===== src/include/scr_pkg.sv =====
// Purpose: Shared constants for the serial interface error and control regs.
// Assumes: One 50 MHz clock; classic Wishbone slave with 32-bit data.
// Notes: Register index times four gives the byte address.
package scr_pkg;

    // ============================================================
    // Bus geometry
    localparam int DATA_W = 32;
    localparam int ADR_W = 6;
    localparam int SEL_W = 4;
    localparam int BYTE_W = 8;
    localparam int IDX_LSB = 2;
    localparam int IDX_W = 4;
    localparam logic [IDX_W-1:0] ERR_IDX = 4'h1;
    localparam logic [IDX_W-1:0] CTRL_IDX = 4'h2;
    localparam logic [DATA_W-1:0] ZERO_WORD = 32'h0000_0000;

    // ============================================================
    // Error register bit positions
    localparam int ERR_RECOV_INTEG = 0;
    localparam int ERR_RECOV_COMM = 1;
    localparam int ERR_TRANSIENT = 8;
    localparam int ERR_PERSIST = 9;
    localparam int ERR_PROTOCOL = 10;
    localparam int ERR_INTERNAL = 11;
    localparam int DIAGNOSTIC_FIELD_READY_CHG = 16;
    localparam int DIAGNOSTIC_FIELD_PHY_INT = 17;
    localparam int DIAGNOSTIC_FIELD_WAKE = 18;
    localparam int DIAGNOSTIC_FIELD_DECODE = 19;
    localparam int DIAGNOSTIC_FIELD_DISPARITY = 20;
    localparam int DIAGNOSTIC_FIELD_CRC = 21;
    localparam int DIAGNOSTIC_FIELD_HANDSHAKE = 22;
    localparam int DIAGNOSTIC_FIELD_LINK_SEQ = 23;
    localparam int DIAGNOSTIC_FIELD_TRANSPORT = 24;
    localparam int DIAGNOSTIC_FIELD_UNKNOWN_FIS = 25;
    localparam logic [DATA_W-1:0] ERR_VALID_MASK = 32'h03FF_0F03;
    localparam logic [DATA_W-1:0] ERR_RESET = 32'h0000_0000;

    // ============================================================
    // Control register fields and encodings
    localparam int CTRL_W = 12;
    localparam int DET_LSB = 0;
    localparam int SPD_LSB = 4;
    localparam int IPM_LSB = 8;
    localparam int FIELD_W = 4;
    localparam logic [CTRL_W-1:0] CTRL_RESET = 12'h000;
    localparam logic [FIELD_W-1:0] DET_NONE = 4'h0;
    localparam logic [FIELD_W-1:0] DET_INIT = 4'h1;
    localparam logic [FIELD_W-1:0] DET_OFFLINE = 4'h4;
    localparam logic [FIELD_W-1:0] SPD_ANY = 4'h0;
    localparam logic [FIELD_W-1:0] SPD_GEN1 = 4'h1;
    localparam logic [FIELD_W-1:0] IPM_NO_PARTIAL = 4'h1;
    localparam logic [FIELD_W-1:0] IPM_NO_SLUMBER = 4'h2;
    localparam logic [FIELD_W-1:0] IPM_NO_BOTH = 4'h3;

endpackage


===== src/include/err_evt_if.sv =====
// Purpose: Carries error events and clear masks to the sticky flag store.
// Assumes: Both ends on the same clock.
// Notes: Clear mask is live for one cycle per error register write.
`timescale 1ns/10ps
`default_nettype none
interface err_evt_if;
    import scr_pkg::*;
    logic [DATA_W-1:0] set_vec;
    logic [DATA_W-1:0] clr_mask;
    logic [DATA_W-1:0] flags;
    modport src
    (
        output set_vec,
        output clr_mask,
        input flags
    );
    modport sink
    (
        input set_vec,
        input clr_mask,
        output flags
    );
endinterface
`default_nettype wire


===== src/serial_regs.sv =====
// Purpose: Interface error and interface control registers on Wishbone.
// Assumes: Layer event inputs are one-cycle pulses on CLK; PHY_READY is
//          asynchronous and is synchronised here.
// Notes: Error flags live in error_flags; this module owns the bus,
//        control register and event gathering.
//        The ready flops reset low, so a ready level already high when
//        reset ends is reported once as a ready change.
//
// What this block does
// - Error register keeps every flag until cleared.
// - Writing ones clears those flags only.
// - Reset clears every error flag.
// - Persistent communication error sets its flag.
// - Adapter internal fault sets internal flag.
// - Recovered integrity error sets its flag.
// - Link lost then regained sets flag.
// - Protocol violation sets protocol flag.
// - Unrecovered transient integrity error sets flag.
// - Reserved bits of both registers read zero.
// - 10b/8b decode error sets decode flag.
// - CRC and disparity errors set flags.
// - Unknown frame type with good CRC flags.
// - Phy internal error sets its flag.
// - Ready signal toggle sets change flag.
// - Negative handshake sets handshake flag.
// - Link or transport bad transition flags.
// - Wake signal detection sets wake flag.
// - Control reads last write; writes act.
// - Detect field: none, hold reset, offline.
// - Speed field may cap at generation one.
// - Power field blocks partial and slumber.
//
// The Wishbone slave port and the address map were decided locally.
`timescale 1ns/10ps
`default_nettype none
module serial_regs
    import scr_pkg::*;
(
    // Clock and reset
    input wire logic CLK,
    input wire logic RST_B,
    // Wishbone slave
    input wire logic WB_CYC_I,
    input wire logic WB_STB_I,
    input wire logic WB_WE_I,
    input wire logic [ADR_W-1:0] WB_ADR_I,
    input wire logic [SEL_W-1:0] WB_SEL_I,
    input wire logic [DATA_W-1:0] WB_DAT_I,
    output logic [DATA_W-1:0] WB_DAT_O,
    output logic WB_ACK_O,
    // Phy events
    input wire logic PHY_READY,
    input wire logic PHY_INT_ERR,
    input wire logic COMWAKE_SEEN,
    input wire logic DECODE_ERR,
    input wire logic DISPARITY_ERR,
    // Link events
    input wire logic CRC_ERR,
    input wire logic HANDSHAKE_ERR,
    input wire logic LINK_SEQ_ERR,
    // Transport events
    input wire logic UNKNOWN_FIS,
    input wire logic TRANSPORT_ERR,
    input wire logic PROTOCOL_ERR,
    // Error class events
    input wire logic PERSIST_ERR,
    input wire logic INTERNAL_ERR,
    input wire logic RECOV_INTEGRITY,
    input wire logic TRANSIENT_ERR,
    // Control outputs
    output logic PHY_RESET_HOLD,
    output logic PHY_OFFLINE,
    output logic SPEED_GEN1_ONLY,
    output logic PARTIAL_BLOCK,
    output logic SLUMBER_BLOCK,
    output logic CTRL_UPDATE
);

    // ============================================================
    // State
    // Every flop of this module sits in this one packed word.
    typedef struct packed {
        logic rdy_meta;
        logic rdy_sync;
        logic rdy_prev;
        logic link_lost;
        logic ack;
        logic [DATA_W-1:0] rdat;
        logic [CTRL_W-1:0] ctrl;
        logic reset_hold;
        logic offline;
        logic gen1_only;
        logic partial_blk;
        logic slumber_blk;
        logic ctrl_upd;
    } state_t;

    state_t state_reg;
    state_t state_next;

    err_evt_if evt_bus ();

    logic [DATA_W-1:0] lane_mask;
    logic [IDX_W-1:0] reg_idx;
    logic bus_req;
    logic wr_commit;
    logic rdy_rise;
    logic rdy_fall;
    logic [DATA_W-1:0] events;
    logic [DATA_W-1:0] ctrl_word;
    logic [DATA_W-1:0] ctrl_merged;
    logic [FIELD_W-1:0] det_f;
    logic [FIELD_W-1:0] spd_f;
    logic [FIELD_W-1:0] ipm_f;

    // ============================================================
    // Sticky flag store
    // Flags live in their own module so that the set-over-clear choice
    // has a single home.
    error_flags flag_store
    (
        .clk(CLK),
        .rst_b(RST_B),
        .evt(evt_bus.sink)
    );

    // ============================================================
    // Byte lane expansion
    // Each select bit widens to cover its own byte of data.
    genvar lane;
    generate
        for (lane = 0; lane < SEL_W; lane = lane + 1)
        begin : g_lane
            assign lane_mask[lane*BYTE_W +: BYTE_W] = {BYTE_W{WB_SEL_I[lane]}};
        end
    endgenerate

    // ============================================================
    // Bus decode
    // A write lands only on the edge where ack is seen, so a held request
    // writes once per ack, on every second edge.
    // Unmapped indexes are still acked, so software probing the reserved
    // space never hangs the bus; their reads return zero.
    assign reg_idx = WB_ADR_I[ADR_W-1:IDX_LSB];
    assign bus_req = WB_CYC_I && WB_STB_I;
    assign wr_commit = bus_req && WB_WE_I && state_reg.ack;

    // ============================================================
    // Ready edges
    // Edges come from the synchronised level only, never from the pin.
    assign rdy_rise = state_reg.rdy_sync && !state_reg.rdy_prev;
    assign rdy_fall = !state_reg.rdy_sync && state_reg.rdy_prev;

    // ============================================================
    // Event gathering
    // Each event pin is high for one cycle per event; a held level just
    // keeps setting its flag, which is harmless for a sticky store.
    always_comb
    begin
        events = ZERO_WORD;
        events[ERR_PERSIST] = PERSIST_ERR;
        events[ERR_INTERNAL] = INTERNAL_ERR;
        events[ERR_RECOV_INTEG] = RECOV_INTEGRITY;
        events[ERR_RECOV_COMM] = rdy_rise && state_reg.link_lost;
        events[ERR_PROTOCOL] = PROTOCOL_ERR;
        events[ERR_TRANSIENT] = TRANSIENT_ERR;
        events[DIAGNOSTIC_FIELD_DECODE] = DECODE_ERR;
        events[DIAGNOSTIC_FIELD_CRC] = CRC_ERR;
        events[DIAGNOSTIC_FIELD_DISPARITY] = DISPARITY_ERR;
        events[DIAGNOSTIC_FIELD_UNKNOWN_FIS] = UNKNOWN_FIS;
        events[DIAGNOSTIC_FIELD_PHY_INT] = PHY_INT_ERR;
        events[DIAGNOSTIC_FIELD_READY_CHG] = rdy_rise || rdy_fall;
        events[DIAGNOSTIC_FIELD_HANDSHAKE] = HANDSHAKE_ERR;
        events[DIAGNOSTIC_FIELD_LINK_SEQ] = LINK_SEQ_ERR;
        events[DIAGNOSTIC_FIELD_TRANSPORT] = TRANSPORT_ERR;
        events[DIAGNOSTIC_FIELD_WAKE] = COMWAKE_SEEN;
    end

    assign evt_bus.set_vec = events;
    assign evt_bus.clr_mask = (wr_commit && reg_idx == ERR_IDX) ?
        (WB_DAT_I & lane_mask) : ZERO_WORD;

    // ============================================================
    // Control write merge
    // Lanes left out of a write keep their stored bits, so one field can
    // change without a read first.
    assign ctrl_word = {{(DATA_W-CTRL_W){1'b0}}, state_reg.ctrl};
    assign ctrl_merged = (ctrl_word & ~lane_mask) | (WB_DAT_I & lane_mask);

    // ============================================================
    // Next state
    always_comb
    begin
        state_next = state_reg;
        det_f = state_reg.ctrl[DET_LSB +: FIELD_W];
        spd_f = state_reg.ctrl[SPD_LSB +: FIELD_W];
        ipm_f = state_reg.ctrl[IPM_LSB +: FIELD_W];

        // Ready level crosses in on two flops before anything reads it.
        state_next.rdy_meta = PHY_READY;
        state_next.rdy_sync = state_reg.rdy_meta;
        state_next.rdy_prev = state_reg.rdy_sync;

        // A loss that never ends shows only as a ready change.
        // remember a loss until ready returns
        if (rdy_fall)
        begin
            state_next.link_lost = 1'b1;
        end
        else if (rdy_rise)
        begin
            state_next.link_lost = 1'b0;
        end

        // Ack is registered and drops the cycle after it is given.
        // A strobe held past its ack is taken again on the next edge.
        state_next.ack = bus_req && !state_reg.ack;
        state_next.rdat = ZERO_WORD;
        if (bus_req && !state_reg.ack && !WB_WE_I)
        begin
            case (reg_idx)
                ERR_IDX:
                begin
                    state_next.rdat = evt_bus.flags & ERR_VALID_MASK;
                end
                CTRL_IDX:
                begin
                    state_next.rdat = ctrl_word;
                end
                default:
                begin
                    state_next.rdat = ZERO_WORD;
                end
            endcase
        end

        state_next.ctrl_upd = 1'b0;
        if (wr_commit && reg_idx == CTRL_IDX)
        begin
            state_next.ctrl = ctrl_merged[CTRL_W-1:0];
            state_next.ctrl_upd = 1'b1;
            det_f = ctrl_merged[DET_LSB +: FIELD_W];
            spd_f = ctrl_merged[SPD_LSB +: FIELD_W];
            ipm_f = ctrl_merged[IPM_LSB +: FIELD_W];
        end

        // Any code with the low bit set holds the Phy in reset, reserved
        // ones too, so only a write that clears that bit lets it go.
        // reset held while detect LSB is one
        state_next.reset_hold = |(det_f & DET_INIT);
        state_next.offline = (det_f == DET_OFFLINE);

        // A reserved speed code is never guessed at; it caps nothing.
        // speed cap, reserved codes leave it free
        state_next.gen1_only = (spd_f == SPD_GEN1);

        // Reserved power codes block no state.
        // power state gating
        case (ipm_f)
            IPM_NO_PARTIAL:
            begin
                state_next.partial_blk = 1'b1;
                state_next.slumber_blk = 1'b0;
            end
            IPM_NO_SLUMBER:
            begin
                state_next.partial_blk = 1'b0;
                state_next.slumber_blk = 1'b1;
            end
            IPM_NO_BOTH:
            begin
                state_next.partial_blk = 1'b1;
                state_next.slumber_blk = 1'b1;
            end
            default:
            begin
                state_next.partial_blk = 1'b0;
                state_next.slumber_blk = 1'b0;
            end
        endcase
    end

    // ============================================================
    // Registers
    // reset clears flags and control
    always_ff @(posedge CLK or negedge RST_B)
    begin
        if (!RST_B)
        begin
            state_reg.rdy_meta <= 1'b0;
            state_reg.rdy_sync <= 1'b0;
            state_reg.rdy_prev <= 1'b0;
            state_reg.link_lost <= 1'b0;
            state_reg.ack <= 1'b0;
            state_reg.rdat <= ZERO_WORD;
            state_reg.ctrl <= CTRL_RESET;
            state_reg.reset_hold <= 1'b0;
            state_reg.offline <= 1'b0;
            state_reg.gen1_only <= 1'b0;
            state_reg.partial_blk <= 1'b0;
            state_reg.slumber_blk <= 1'b0;
            state_reg.ctrl_upd <= 1'b0;
        end
        else
        begin
            state_reg <= state_next;
        end
    end

    // ============================================================
    // Outputs
    // Every output is a field of the state word, so none has a
    // combinational path from the bus or the event pins.
    assign WB_ACK_O = state_reg.ack;
    assign WB_DAT_O = state_reg.rdat;
    assign PHY_RESET_HOLD = state_reg.reset_hold;
    assign PHY_OFFLINE = state_reg.offline;
    assign SPEED_GEN1_ONLY = state_reg.gen1_only;
    assign PARTIAL_BLOCK = state_reg.partial_blk;
    assign SLUMBER_BLOCK = state_reg.slumber_blk;
    assign CTRL_UPDATE = state_reg.ctrl_upd;

endmodule
`default_nettype wire


===== src/error_flags.sv =====
// Purpose: Sticky error flag store with write-one-to-clear.
// Assumes: Events and clears are single-cycle, same-clock.
// Notes: Reserved positions are forced to zero.
`timescale 1ns/10ps
`default_nettype none
module error_flags
    import scr_pkg::*;
(
    // Clock and reset
    input wire logic clk,
    input wire logic rst_b,
    // Event and clear carrier
    err_evt_if.sink evt
);

    typedef struct packed {
        logic [DATA_W-1:0] flags;
    } flag_state_t;

    flag_state_t state_reg;
    flag_state_t state_next;

    // ============================================================
    // Next state
    always_comb
    begin
        state_next = state_reg;
        // An event in the clearing cycle survives the clear.
        // set beats clear
        state_next.flags = ((state_reg.flags & ~evt.clr_mask) | evt.set_vec)
            & ERR_VALID_MASK;
    end

    // ============================================================
    // Registers
    always_ff @(posedge clk or negedge rst_b)
    begin
        if (!rst_b)
        begin
            state_reg.flags <= ERR_RESET;
        end
        else
        begin
            state_reg <= state_next;
        end
    end

    assign evt.flags = state_reg.flags;

endmodule
`default_nettype wire


===== config.mk =====
export PLATFORM = sky130hd
export DESIGN_NAME = serial_regs
export DESIGN_NICKNAME = d
export VERILOG_FILES = /design/src/include/scr_pkg.sv /design/src/include/err_evt_if.sv /design/src/serial_regs.sv /design/src/error_flags.sv
export SDC_FILE = /design/constraint.sdc
export NUM_CORES = 1
export LEC_CHECK = 0
export BUFFER_PORTS_ARGS = -buffer_cell sky130_fd_sc_hd__buf_2
export CORE_MARGIN = 2
export CORE_UTILIZATION = 25
export CTS_CLUSTER_DIAMETER = 40
export DETAILED_ROUTE_END_ITERATION = 12
export GPL_TIMING_DRIVEN = 0
export PLACE_DENSITY = 0.56
export SYNTH_ARGS = -nofsm -noshare
export SYNTH_HDL_FRONTEND = slang
export SYNTH_SLANG_ARGS = --single-unit

===== constraint.sdc =====
create_clock -name CLK -period 1.73 [get_ports CLK]
set_input_delay 0.4325 -clock CLK [delete_from_list [all_inputs] [get_ports CLK]]
set_output_delay 0.4325 -clock CLK [all_outputs]
set_load 0.1 [all_outputs]

Word level (Yosys, flattened, before mapping)
Index checks and enable logic that the tools add are counted.

Register bits after elaboration: 71. Latch bits: 0. RAM bits: 0. Memory bits (read-only): 0. Input bits: 62. Output and inout bits: 39. Logic and storage cells: 54. Memories kept: 0.

Add/subtract/negate cells: 0. Multipliers: 0. Divide/modulo/power cells: 0. Magnitude comparators: 0. Equal/unequal tests: 7. Shift-type cells: 0. Muxes and demuxes: 10. Bitwise logic cells: 7. Reductions and logical operators: 16.

Operators by type and width (count): $and 26x26->26 (2); $pmux 26 s2 (1); $mux 32 (1); $mux 26 (1); $not 26->26 (1); $or 26x26->26 (1); $and 12x12->12 (1); $eq 4x1->1 const B (3); $eq 4x2->1 const B (3); $mux 4 (3); $not 12->12 (1); $or 12x12->12 (1); $logic_and 1x1->1 (10); $pmux 2 s3 (1); $eq 4x3->1 const B (1); $logic_not 1->1 (4); $mux 1 (3); $reduce_bool 2->1 (1); $logic_or 1x1->1 (1).

Longest topological paths before layout
Depth after elaboration: 8. Mapped depth: 5. Mapped depth without buffers: 3.

Modules after synthesis
Synthesis repeated with hierarchy kept, for this count alone.

Cells, all modules: 254. Area total of the unflattened synthesis: 2892.8 um^2.

By module, submodules not included: serial_regs (times used 1, cells each 189, area each 2188.3 um^2, sequential area each 1126.1 um^2); error_flags (times used 1, cells each 65, area each 704.4 um^2, sequential area each 400.4 um^2).

Worst setup path after synthesis
No wires, ideal clock.

Kind: register to register. Start point: reg state_reg (netlist bit WB_ACK_O). End point: reg, netlist name flag_store.evt.flags[11]. Setup time: 0.118 ns. Arrival time: 1.994 ns. Required time: 1.612 ns. Path slack: -0.382 ns. Cell stages (with the launch flop): 6. Buffers on the path: 2. Clock period less this slack: 2.112 ns. Path through: dfrtp_1 > and4_1 > buf_2 > clkbuf_1 > nand4_1 > a21o_1.

RTL lines: start, declared (RTL line serial_regs.sv:98) `state_t state_reg;`; start signal, assigned (RTL line serial_regs.sv:306) `state_reg <= state_next;`.

Final worst setup path
Start point: reg state_reg (netlist bit WB_ACK_O). End point: out WB_ACK_O.

RTL lines: end, declared (RTL line serial_regs.sv:50) `output logic WB_ACK_O,`.

No word-level cell between the ends.

==> flow_metrics.env <==
export IMPL_die_w_um=106
export IMPL_grt_max_degree=62
export IMPL_finClkSkew_ps=9.29
export IMPL_drive_gt1_share_pct=50.3
export IMPL_crit_path_end_kind="output port"
export IMPL_via_count=1782
export IMPL_syn_area_sq_mm=0.00259
export IMPL_ioPinCount=101
export IMPL_final_core_util_pct=33.4
export IMPL_hold_path_class="input pin to asynchronous set/reset pin"
export IMPL_worstPathRequired_ps=1300
export IMPL_cts_tree="done"
export IMPL_p_leak_nw=1.72
export IMPL_htree_num_levels=3
export IMPL_grt_pass1_vias=1805
export IMPL_ys_warn_count=0
export IMPL_whs_ps=162
export IMPL_worst_slew_pin_slew_ps=780
export IMPL_drc=0
export IMPL_cp_cell_sequence="buf_2"
export IMPL_critPathMaxFanout=5
export IMPL_grt_total_usage_pct=10.7
export IMPL_dieArea_sq_mm=0.0112
export IMPL_rsz0062_at_grt="no"
export IMPL_hold_viol=0
export IMPL_antenna_cells=0
export IMPL_fmax_mhz=611
export IMPL_cts_buffer_depth=2
export IMPL_core_sq_mm=0.0102
export IMPL_nFillCells=1066
export IMPL_arrival_ps=1210
export IMPL_path_clk_slew_ps=70
export IMPL_vdd_drop_max_mv=0.308
export IMPL_die_h_um=106
export IMPL_critPathLaunchType="flip-flop"
export IMPL_cts_buffers=9
export IMPL_fin_tns_setup_ps=0
export IMPL_finalSetupViolations=0
export IMPL_synth_cells=202
export IMPL_power_mw=3.02
export IMPL_nets=365
export IMPL_max_cap_violations=0
export IMPL_crit_family="flip-flops"
export IMPL_ant_nets=0
export IMPL_overflow=0
export IMPL_grt_pass1_wl_um=9060
export IMPL_synth_edf_count=0
export IMPL_cts_root_buf="clkbuf_8"
export IMPL_yosys_most_used_dff="dfrtp_1"
export IMPL_drt_vias_per_instance=4.03
export IMPL_fin_crit_sh_pct=94.7
export IMPL_final_max_slew_viol_count=0
export IMPL_fin_crit_ps=1640
export IMPL_p_per_area_mw_per_mm2=888
export IMPL_crit_slowest_cell="dfrtp_4"
export IMPL_synth_cell_types=26
export IMPL_cpPeakStageDelay_ps=430
export IMPL_routed_wl_um=5650
export IMPL_dr_first_iter_drc_count=54
export IMPL_placed_cells=424
export IMPL_outcome="complete, no violations"
export IMPL_synthArstFlopShare_pct=100
export IMPL_place_congestion=0.681
export IMPL_path_buf_inv=1
export IMPL_portBuffers=77
export IMPL_largest_register_ffs=22
export IMPL_drtPass1Iterations=4
export IMPL_avgSynthCellArea_sq_um=12.8
export IMPL_clk_latency_ps=340
export IMPL_cts_sinks=61
export IMPL_slew_headroom_pct=48.0
export IMPL_crit_type="flip-flop to output port"
export IMPL_dpl_hpwl_um=3990
export IMPL_ys_seq_elements=61
export IMPL_stdcell_count=442
export IMPL_wl_per_cell_um=12.8
export IMPL_initial_utilization_pct=25.4
export IMPL_rows=37
export IMPL_syn2layout_area_growth_pct=31.3
export IMPL_antenna_found_initial=0
export IMPL_ys_seq_area_share_pct=59.0
-- report_power, final --
group | internal [mW] | switching, mW
Clock | 0.665 | 0.568
Combinational | 0.0898 | 0.232
Sequential | 1.45 | 0.0127
-- synth_stat cells, types with 4 or more instances --
master,number,area (sq um)
a22oi_1,6,45.0
nand4_1,16,100
and2_1,17,106
a21o_1,14,105
nor2_1,9,33.8
clkbuf_1,4,15.0
buf_4,32,240
nor4b_1,4,35.0
nand2_1,5,18.8
mux2_2,15,169
dfrtp_1,61,1530
-- cell families after synthesis --
| kind of cell | synth area share [%] |
|---|---|
| adder cells (fa/ha/maj) | 0.967 |
| AND/OR/NAND/NOR | 15.5 |
| multiplexers | 7.30 |
| flip-flops | 59.0 |
| other | 0.145 |
| buffers and inverters | 10.5 |
| AO/OA/AOI/OAI | 6.53 |
-- routing by layer --
metal | vias to the layer above | track usage, % | routed length (um)
met4 | 0 | 4.51 | 105
met3 | 12 | 4.51 | 397
met1 | 854 | 12.7 | 2450
met5 | - | 0 | 0
met2 | 54 | 17.0 | 2690
li1 | 862 | - | -
-- through the flow --
step / cell area (sq um) / setup WS, ps
floorplan: 2630 / 16.5
finish: 3400 / 92.2
CTS: 3380 / 6.92
detailed placement: 3180 / -443
global placement: 3180 / -441
global route: 3400 / 33.9
-- path summary, 6_finish.rpt --
| path | start | end | slack [ps] | depth (start not counted) |
|---|---|---|---|---|
| setup reg to reg | WB_ACK_O | ctrl_word[0] | 150 | 4 |
| setup / recovery | WB_ACK_O | WB_ACK_O | 90 | 1 |
| hold / removal | RST_B | WB_DAT_O[21] | 160 | 1 |
| hold reg to reg | state_next[53] | state_next[52] | 350 | 0 |
| min in group CLK | PHY_READY | state_next[53] | 200 | 1 |
| max in group asynchronous | RST_B | WB_ACK_O | 950 | 1 |
-- repair_timing --
| item | 4_1_cts | 5_1_grt |
|---|---|---|
| pin swaps | 0 | 1 |
| resized for setup | 4 | 2 |
| hold buffers | 0 | 0 |
| buffers inserted | 0 | 2 |
| endpoints found under the setup margin | 24 | 15 |
-- placed cells by master, fill, tap and decap left out, drive strengths merged --
master / count
mux2: 15
dfrtp: 61
clkbuf: 15
nand4bb: 1
a22o: 1
nand3: 2
inv: 3
and2: 17
nor2b: 1
and4: 1
conb: 10
a21o: 14
nor2: 9
bufinv: 1
mux2i: 2
buf: 112
clkinv: 4
nand4: 16
nor4b: 7
ha: 2
a21bo: 1
a22oi: 6
nand2: 5
-- final cells by class --
type	count	area (sq um)	share of cell area, %
clock buffers	10	128	3.76
flip-flops and latches	61	1530	45.0
plain buffers	38	272	7.99
clock inverters	6	62.6	1.84
inverters	2	7.51	0.221
repair buffers	79	403	11.9
multi-input cells	110	825	24.3
well taps	136	170	5.01
Power figures use the tool's default switching activity.
